### config.mk
export PLATFORM = sky130hd
export DESIGN_NAME = addr_baud_top
export DESIGN_NICKNAME = d
export VERILOG_FILES = /design/src/addr_baud_pkg.sv /design/src/addr_baud_if.sv /design/src/addr_baud_top.sv /design/src/addr_comparator.sv /design/src/scl_divider.sv
export SDC_FILE = /design/constraint.sdc
export NUM_CORES = 1
export LEC_CHECK = 0
export ABC_AREA = 1
export BUFFER_PORTS_ARGS = -buffer_cell sky130_fd_sc_hd__clkbuf_2
export CAP_MARGIN = 20
export CORE_ASPECT_RATIO = 1.4
export CORE_MARGIN = 10
export CORE_UTILIZATION = 40
export CTS_CLUSTER_SIZE = 24
export DETAILED_ROUTE_END_ITERATION = 10
export GPL_TIMING_DRIVEN = 0
export PLACE_DENSITY = 0.7
export SLEW_MARGIN = 20
export SYNTH_ARGS = -nofsm -noshare
export SYNTH_HDL_FRONTEND = slang
export SYNTH_HIERARCHICAL = 1
export SYNTH_SLANG_ARGS = --single-unit
### constraint.sdc
create_clock -name mclk -period 2.6 [get_ports mclk]
set_clock_uncertainty 0.2 [all_clocks]
set_input_delay 0.26 -clock mclk [delete_from_list [all_inputs] [get_ports mclk]]
set_output_delay 0.26 -clock mclk [all_outputs]
set_load 0.01 [all_outputs]
### src/addr_baud_pkg.sv
// Constants shared by the address match and baud divider block
// Summary of operation
// - Master SCL period is 4 x (divider + 1)
// - 10-bit upper byte top five bits fixed 11110
// - 10-bit upper byte uses register bits 2:1
// - 10-bit lower byte compares all eight bits
// - 7-bit mode uses bits 7:1, bit 0 ignored
// - Byte buffer readable, writable, never reset
// - Set mask bits 7:1 join the compare, only bits 2:1 for the 10-bit upper byte
// - Mask bit 0 counts only for the 10-bit lower byte
package addr_baud_pkg;
    localparam int          WB_AW           = 8;
    localparam int          WB_DW           = 32;
    localparam int          CNT_W           = 10;
    localparam logic [7:0]  OFS_ADDR_DIV    = 8'h00;
    localparam logic [7:0]  OFS_BYTE_BUF    = 8'h04;
    localparam logic [7:0]  OFS_MASK        = 8'h08;
    localparam logic [7:0]  OFS_CONTROL     = 8'h0C;
    localparam logic [7:0]  OFS_STATUS      = 8'h10;
    localparam logic [7:0]  RST_ADDR_DIV    = 8'h00;
    localparam logic [7:0]  RST_MASK        = 8'hFF;
    localparam logic [4:0]  RST_CONTROL     = 5'h00;
    localparam int          CTL_ENABLE_BIT  = 4;
    localparam int          ST_HIT_BIT      = 0;
    localparam int          ST_SCL_BIT      = 1;
    localparam int          ST_BADDIV_BIT   = 2;
    localparam logic [4:0]  TEN_BIT_HEADER  = 5'h1E;
    localparam logic [7:0]  DIV_MIN_LEGAL   = 8'h03;
    localparam logic [3:0]  MODE_SLAVE7     = 4'h6;
    localparam logic [3:0]  MODE_SLAVE10    = 4'h7;
    localparam logic [3:0]  MODE_MASTER     = 4'h8;
    localparam logic [3:0]  MODE_SLAVE7_SP  = 4'hE;
    localparam logic [3:0]  MODE_SLAVE10_SP = 4'hF;
endpackage

### src/addr_baud_if.sv
// Signals between the control core, the SCL divider and the address comparator
`timescale 1ns/1ps
interface addr_baud_if;
    logic [7:0] own_addr;
    logic [7:0] mask;
    logic       master_run;
    logic       ten_bit;
    logic       upper_phase;
    logic [7:0] rx_byte;
    logic       hit;
    logic       scl_low;
    modport baud (input own_addr, master_run, output scl_low);
    modport cmp  (input own_addr, mask, ten_bit, upper_phase, rx_byte, output hit);
    modport core (output own_addr, mask, master_run, ten_bit, upper_phase, rx_byte, input hit, scl_low);
endinterface

### src/addr_baud_top.sv
// Register file, address match and SCL divider of the two-wire port
`timescale 1ns/1ps
module addr_baud_top
    import addr_baud_pkg::*;
(
    // Clock and reset
    input  wire logic                                  mclk,
    input  wire logic                                  sys_rst,
    // Wishbone slave
    input  wire logic                                  wb_cyc_i,
    input  wire logic                                  wb_stb_i,
    input  wire logic                                  wb_we_i,
    input  wire logic [addr_baud_pkg::WB_AW-1:0]       wb_adr_i,
    input  wire logic [addr_baud_pkg::WB_DW/8-1:0]     wb_sel_i,
    input  wire logic [addr_baud_pkg::WB_DW-1:0]       wb_dat_i,
    output logic      [addr_baud_pkg::WB_DW-1:0]       wb_dat_o,
    output logic                                       wb_ack_o,
    // Received address bytes from the shift logic
    input  wire logic [7:0]                            rx_byte,
    input  wire logic                                  rx_valid,
    input  wire logic                                  rx_upper,
    // Match result
    output logic                                       addr_match,
    // SCL open-drain pin
    output logic                                       scl_o,
    output logic                                       scl_oe
);
    import addr_baud_pkg::*;

    addr_baud_if link ();

    logic [7:0]       addr_div_reg;
    logic [7:0]       addr_div_next;
    logic [7:0]       mask_reg;
    logic [7:0]       mask_next;
    logic [4:0]       control_reg;
    logic [4:0]       control_next;
    logic             hit_seen_reg;
    logic             hit_seen_next;
    logic [7:0]       byte_buf_reg;
    logic [7:0]       byte_buf_next;
    logic [WB_DW-1:0] dat_reg;
    logic [WB_DW-1:0] dat_next;
    logic             ack_reg;
    logic             ack_next;
    logic             match_reg;
    logic             match_next;
    logic             scl_oe_reg;
    logic             scl_oe_next;
    logic             wr_en;
    logic             rd_en;
    logic [3:0]       mode;
    logic             enabled;
    logic             is_master;
    logic             is_ten;
    logic             is_slave;
    logic             bad_div;

    scl_divider u_div (
        .mclk    (mclk),
        .sys_rst (sys_rst),
        .bus     (link.baud)
    );

    addr_comparator u_cmp (
        .bus (link.cmp)
    );

    assign mode      = control_reg[3:0];
    assign enabled   = control_reg[CTL_ENABLE_BIT];
    assign is_master = enabled && (mode == MODE_MASTER);
    assign is_ten    = (mode == MODE_SLAVE10) || (mode == MODE_SLAVE10_SP);
    assign is_slave  = enabled && (is_ten || mode == MODE_SLAVE7 || mode == MODE_SLAVE7_SP);
    // Small dividers are not guarded in hardware; status only reports them
    assign bad_div   = addr_div_reg < DIV_MIN_LEGAL;

    assign link.own_addr    = addr_div_reg;
    assign link.mask        = mask_reg;
    assign link.master_run  = is_master;
    assign link.ten_bit     = is_ten;
    assign link.upper_phase = rx_upper;
    assign link.rx_byte     = rx_byte;

    // Access is taken on the first cycle of a request, answered one cycle later
    assign wr_en = wb_cyc_i && wb_stb_i && !ack_reg && wb_we_i && wb_sel_i[0];
    assign rd_en = wb_cyc_i && wb_stb_i && !ack_reg && !wb_we_i;

    // Register writes and hardware updates
    always_comb
    begin
        addr_div_next = addr_div_reg;
        mask_next     = mask_reg;
        control_next  = control_reg;
        hit_seen_next = hit_seen_reg;
        byte_buf_next = byte_buf_reg;
        if (wr_en)
        begin
            unique case (wb_adr_i)
                OFS_ADDR_DIV: addr_div_next = wb_dat_i[7:0];
                OFS_BYTE_BUF: byte_buf_next = wb_dat_i[7:0];
                OFS_MASK:     mask_next     = wb_dat_i[7:0];
                OFS_CONTROL:  control_next  = wb_dat_i[4:0];
                OFS_STATUS:   hit_seen_next = hit_seen_reg && !wb_dat_i[ST_HIT_BIT];
                default:      control_next  = control_reg;
            endcase
        end
        // A received byte wins over a software write in the same cycle
        if (is_slave && rx_valid)
            byte_buf_next = rx_byte;
        // Set wins over a write-one clear
        if (is_slave && rx_valid && link.hit)
            hit_seen_next = 1'b1;
    end

    // Bus answer, match pulse and pin drive
    always_comb
    begin
        ack_next    = wb_cyc_i && wb_stb_i && !ack_reg;
        dat_next    = '0;
        match_next  = is_slave && rx_valid && link.hit;
        scl_oe_next = link.scl_low;
        if (rd_en)
        begin
            unique case (wb_adr_i)
                OFS_ADDR_DIV: dat_next[7:0] = addr_div_reg;
                OFS_BYTE_BUF: dat_next[7:0] = byte_buf_reg;
                OFS_MASK:     dat_next[7:0] = mask_reg;
                OFS_CONTROL:  dat_next[4:0] = control_reg;
                OFS_STATUS:   dat_next[2:0] = {bad_div, !scl_oe_reg, hit_seen_reg};
                default:      dat_next      = '0;
            endcase
        end
    end

    always_ff @(posedge mclk or posedge sys_rst)
    begin
        if (sys_rst)
        begin
            addr_div_reg <= RST_ADDR_DIV;
            mask_reg     <= RST_MASK;
            control_reg  <= RST_CONTROL;
            hit_seen_reg <= 1'b0;
            dat_reg      <= '0;
            ack_reg      <= 1'b0;
            match_reg    <= 1'b0;
            scl_oe_reg   <= 1'b0;
        end
        else
        begin
            addr_div_reg <= addr_div_next;
            mask_reg     <= mask_next;
            control_reg  <= control_next;
            hit_seen_reg <= hit_seen_next;
            dat_reg      <= dat_next;
            ack_reg      <= ack_next;
            match_reg    <= match_next;
            scl_oe_reg   <= scl_oe_next;
        end
    end

    // Buffer keeps its content through every reset, so it has none
    always_ff @(posedge mclk)
    begin
        byte_buf_reg <= byte_buf_next;
    end

    assign wb_dat_o   = dat_reg;
    assign wb_ack_o   = ack_reg;
    assign addr_match = match_reg;
    assign scl_o      = 1'b0;
    assign scl_oe     = scl_oe_reg;

    a_upper_header_fixed: assert property (@(posedge mclk) disable iff (sys_rst)
        (is_slave && is_ten && rx_valid && rx_upper && rx_byte[7:3] != TEN_BIT_HEADER) |=> !addr_match)
        else $error("10-bit header mismatch gave a match");
    a_upper_two_bits: assert property (@(posedge mclk) disable iff (sys_rst)
        (is_slave && is_ten && rx_valid && rx_upper && rx_byte[7:3] == TEN_BIT_HEADER
         && rx_byte[2:1] == addr_div_reg[2:1]) |=> addr_match)
        else $error("10-bit upper byte missed a match");
    a_lower_full_byte: assert property (@(posedge mclk) disable iff (sys_rst)
        (is_slave && is_ten && rx_valid && !rx_upper) |=> (addr_match == $past(
         ((rx_byte ^ addr_div_reg) & mask_reg) == 8'h00)))
        else $error("10-bit lower byte compare wrong");
    a_seven_bit_addr: assert property (@(posedge mclk) disable iff (sys_rst)
        (is_slave && !is_ten && rx_valid && rx_byte[7:1] == addr_div_reg[7:1]) |=> addr_match)
        else $error("7-bit address missed a match");
    // Buffer is unknown until first loaded, so compare case-equal to avoid a false alarm
    a_buffer_holds: assert property (@(posedge mclk) disable iff (sys_rst)
        (!(is_slave && rx_valid) && !(wr_en && wb_adr_i == OFS_BYTE_BUF))
        |=> (byte_buf_reg === $past(byte_buf_reg)))
        else $error("Byte buffer changed without cause");
    a_buffer_loads: assert property (@(posedge mclk) disable iff (sys_rst)
        (is_slave && rx_valid) |=> (byte_buf_reg == $past(rx_byte)))
        else $error("Byte buffer missed a received byte");
    a_mask_excludes: assert property (@(posedge mclk) disable iff (sys_rst)
        (is_slave && !is_ten && rx_valid && ((rx_byte ^ addr_div_reg) & mask_reg & 8'hFE) != 8'h00)
        |=> !addr_match)
        else $error("Masked-in bit difference still matched");
    a_mask0_seven: assert property (@(posedge mclk) disable iff (sys_rst)
        (is_slave && !is_ten && rx_valid && ((rx_byte ^ addr_div_reg) & mask_reg & 8'hFE) == 8'h00)
        |=> addr_match)
        else $error("Bit 0 affected a 7-bit match");
    a_ack_one_cycle: assert property (@(posedge mclk) disable iff (sys_rst)
        (wb_cyc_i && wb_stb_i && !wb_ack_o) |=> wb_ack_o ##1 !wb_ack_o)
        else $error("Bus answer not a single cycle");
endmodule

### src/addr_comparator.sv
// Own address comparator for 7-bit and 10-bit target modes
`timescale 1ns/1ps
module addr_comparator
    import addr_baud_pkg::*;
(
    // Core side
    addr_baud_if.cmp bus
);
    logic [7:0] diff;

    // Only mask bits that are set take part in the compare
    assign diff = (bus.rx_byte ^ bus.own_addr) & bus.mask;

    always_comb
    begin
        if (!bus.ten_bit)
            bus.hit = (diff[7:1] == 7'h00);
        else if (bus.upper_phase)
            // Header is fixed by the bus; register bits 7:3 and 0 play no part
            bus.hit = (bus.rx_byte[7:3] == TEN_BIT_HEADER) && (diff[2:1] == 2'h0);
        else
            bus.hit = (diff == 8'h00);
    end
endmodule

### src/scl_divider.sv
// SCL generator for bus master operation
`timescale 1ns/1ps
module scl_divider
    import addr_baud_pkg::*;
(
    // Clock and reset
    input  wire logic mclk,
    input  wire logic sys_rst,
    // Core side
    addr_baud_if.baud bus
);
    logic [CNT_W-1:0] cnt_reg;
    logic [CNT_W-1:0] cnt_next;
    logic             low_reg;
    logic             low_next;
    logic [CNT_W-1:0] limit;

    // Half period is 2 x (divider + 1) cycles, so a full period is 4 x (divider + 1)
    assign limit = CNT_W'({bus.own_addr, 1'b1});

    always_comb
    begin
        cnt_next = cnt_reg;
        low_next = low_reg;
        if (!bus.master_run)
        begin
            cnt_next = '0;
            low_next = 1'b0;
        end
        else if (cnt_reg >= limit)
        begin
            cnt_next = '0;
            low_next = !low_reg;
        end
        else
        begin
            cnt_next = cnt_reg + CNT_W'(1);
        end
    end

    always_ff @(posedge mclk or posedge sys_rst)
    begin
        if (sys_rst)
        begin
            cnt_reg <= '0;
            low_reg <= 1'b0;
        end
        else
        begin
            cnt_reg <= cnt_next;
            low_reg <= low_next;
        end
    end

    assign bus.scl_low = low_reg;

    a_scl_toggle_at_limit: assert property (@(posedge mclk) disable iff (sys_rst)
        (bus.master_run && cnt_reg == limit && $stable(bus.own_addr)) |=> (low_reg != $past(low_reg)))
        else $error("SCL did not toggle at divider limit");
    a_scl_hold_below: assert property (@(posedge mclk) disable iff (sys_rst)
        (bus.master_run && cnt_reg < limit) |=> $stable(low_reg))
        else $error("SCL toggled before divider limit");
endmodule

==> results.json <==
{
  "status": "complete, no violations",
  "worst_skew_pair.late_latency_ns": 0.30,
  "endpoint": "u_div/cnt_reg[7]",
  "grt_max_degree": 34,
  "grt_pass1_vias": 2664,
  "power_leakage_nw": 1.963,
  "final_common_cell": "nand2_1",
  "cp_slowest_cell": "nor4_1",
  "grt_usage": 0.1227,
  "r2r_end": "u_div/cnt_reg[7]",
  "die_h_um": 126.7,
  "crit_path_start": "control_reg[2]",
  "dp.cells": 578,
  "met2_usage": 0.2215,
  "r2r_start": "control_reg[2]",
  "drtPass1Iterations": 5,
  "gp_congestion": 0.9064,
  "cpPeakStageDelay_ns": 0.59,
  "vdd_drop_max_uv": 213.8,
  "vias_per_cell": 4.569,
  "ys_types": 29,
  "rsz0062_at_grt": "false",
  "syn-instance-count": 412,
  "fin_area_um2": 3774,
  "cts_max_level": 2,
  "setup_viol": 0,
  "hold_path.class": "primary input to register",
  "tightest_slew_ns": 0.6913,
  "grt_use_met3": 0.02715,
  "num_vias": 2682,
  "layout.nets": 554,
  "critical_path_required_ns": 2.63,
  "cts_tree": "yes",
  "ys_ff_latch": 52,
  "path_class": "register to register",
  "place.detailed.hpwl_um": 6150,
  "layout-drive-gt1-share": 0.2628,
  "start_kind": "register",
  "grtUsageMet1": 0.1288,
  "numCtsBuffers": 5,
  "start_util": 0.4148,
  "slew_violations": 0,
  "wl_um": 7403,
  "instances_no_fill": 587,
  "critPathArrivalTime_ns": 2.02,
  "slew_headroom": 0.5385,
  "cts_resized": 0,
  "cp_cell_sequence": "nor4_1 > nand2_1 > a21oi_2 > nand3_2 > buf_6 > nor2_2",
  "yosysWarnings": 6,
  "crit_fanout": 10,
  "fmax_ghz": 0.5030,
  "grt_pass1_wl_um": 12050,
  "final_hold_viol_count": 0,
  "endpoint_kind": "register",
  "ant_nets": 0,
  "std_cell_rows": 38,
  "r2r_setup_slack_ns": 0.61,
  "grt_busiest_layer": "met2",
  "whs_ns": 0.01253,
  "reg2reg_depth": 6,
  "core_area_um2": 7845,
  "clk_path_buf_depth": 2,
  "dieWidth_um": 96.23,
  "avgSynthCellArea_um2": 7.899,
  "period_needed_ns": 1.988,
  "routedWlPerCell_um": 12.61,
  "p_total_w": 0.001428,
  "antenna_cells": 0,
  "place_area_um2": 3680,
  "ios": 95,
  "min_period_over_period": 0.7647,
  "clock_sinks": 52,
  "cts-root-buf": "clkbuf_8",
  "cellPowerDensity_nw_per_um2": 378.4,
  "largest_reg_flops": 10,
  "drc": 0,
  "portBuffers": 42,
  "antenna_found_initial": 0,
  "overflow": 0,
  "die_area_um2": 12190,
  "area_delta_synth_final_pct": 15.96,
  "path_clk_slew_ns": 0.10,
  "synth.yosys.seq_area_share": 0.4152,
  "final_cell_mix": "nand2_1, inv_1, nor2_1",
  "max_cap_viol_count": 0,
  "finalSetupTns_ns": 0,
  "syn_area_um2": 3254,
  "drt-initial-drc-count": 180
}
[metrics by stage]
stage          setup slack, ns    util
2_1_floorplan            1.011       -
3_3_place_gp            0.6509  0.4691
3_5_place_dp            0.6622  0.4691
4_1_cts                 0.6315  0.4810
5_1_grt                 0.4994  0.4810
6_report                0.6118  0.4810
[cell families after synthesis]
logic type | Yosys count | synth area share
AND/OR/NAND/NOR | 221 | 0.3180
adder cells (fa/ha/maj) | 9 | 0.03460
buffers and inverters | 84 | 0.1330
flip-flops | 52 | 0.4152
AO/OA/AOI/OAI | 37 | 0.07651
other | 1 | 0.001152
XOR/XNOR | 8 | 0.02153
[layout make-up]
cell class	count	area [um^2]
buffer	29	226.5
clock buffer	6	72.57
clock inverter	2	11.26
fill	772	4071
inverter	55	206.4
multi-input combinational	300	1560
sequential	52	1351
tap	100	125.1
timing repair buffer	43	220.2
[Yosys cell counts]
master	number	area, um^2
xor2_1	4	35.03
buf_2	1	5.000
nand3_1	23	115.1
nor4_1	1	6.260
dfstp_2	8	210.2
buf_4	25	187.7
nand3_2	3	30.03
o21ai_2	16	140.1
nor2_4	6	67.56
nand2_2	7	43.79
or2_1	4	25.02
conb_1	1	3.750
dfrtp_1	36	900.9
nor3_2	1	10.01
ha_1	9	112.6
o21ai_0	16	80.08
nand2_1	119	446.7
inv_1	55	206.5
a21oi_1	4	20.02
edfxtp_1	8	240.2
xnor2_1	4	35.03
a21oi_2	1	8.760
nor2_2	3	18.77
nor2_8	2	40.04
nand4_1	4	25.02
nand2_4	3	33.78
nor2_1	44	165.2
nor3b_1	1	7.510
buf_6	3	33.78
[metal layers]
| layer | up-vias | wire, um |
|---|---|---|
| li1 | 1377 | - |
| met1 | 1189 | 2650 |
| met2 | 93 | 3898 |
| met3 | 23 | 572 |
| met4 | 0 | 281 |
| met5 | - | 0 |
[critical path: cells and delay by family, from the launching register on]
family,cells,cell delay [ns]
AND/OR/NAND/NOR,4,0.92
buffers and inverters,1,0.15
AO/OA/AOI/OAI,1,0.19
flip-flops,1,0.45
[power breakdown]
group | total [W] | internal, W | switching, W
clock network | 0.000446 | 0.000187 | 0.000258
logic | 0.000149 | 0.0000588 | 0.0000902
registers | 0.000833 | 0.000830 | 0.00000358
total | 0.00143 | 0.00108 | 0.000352
[worst min path at each step]
stage                      from           endpoint  slack, ns  cells after the start
finish              wb_dat_i[7]       link.mask[7]       0.01                      3
floorplan               sys_rst  u_div/bus.scl_low      -0.09                      1
detailed placement      sys_rst   u_div/cnt_reg[0]       0.09                      2
global placement        sys_rst   u_div/cnt_reg[0]       0.08                      2
global route        wb_dat_i[7]       link.mask[7]       0.02                      3
CTS                 wb_dat_i[7]       link.mask[7]      0.008                      3
[repair_timing]
| action | CTS | global route |
|---|---|---|
| hold endpoints to repair | 36 | 0 |
| setup buffers | 0 | 0 |
| hold buffers | 1 | 0 |
No activity file was read; power rests on OpenSTA's default activity.
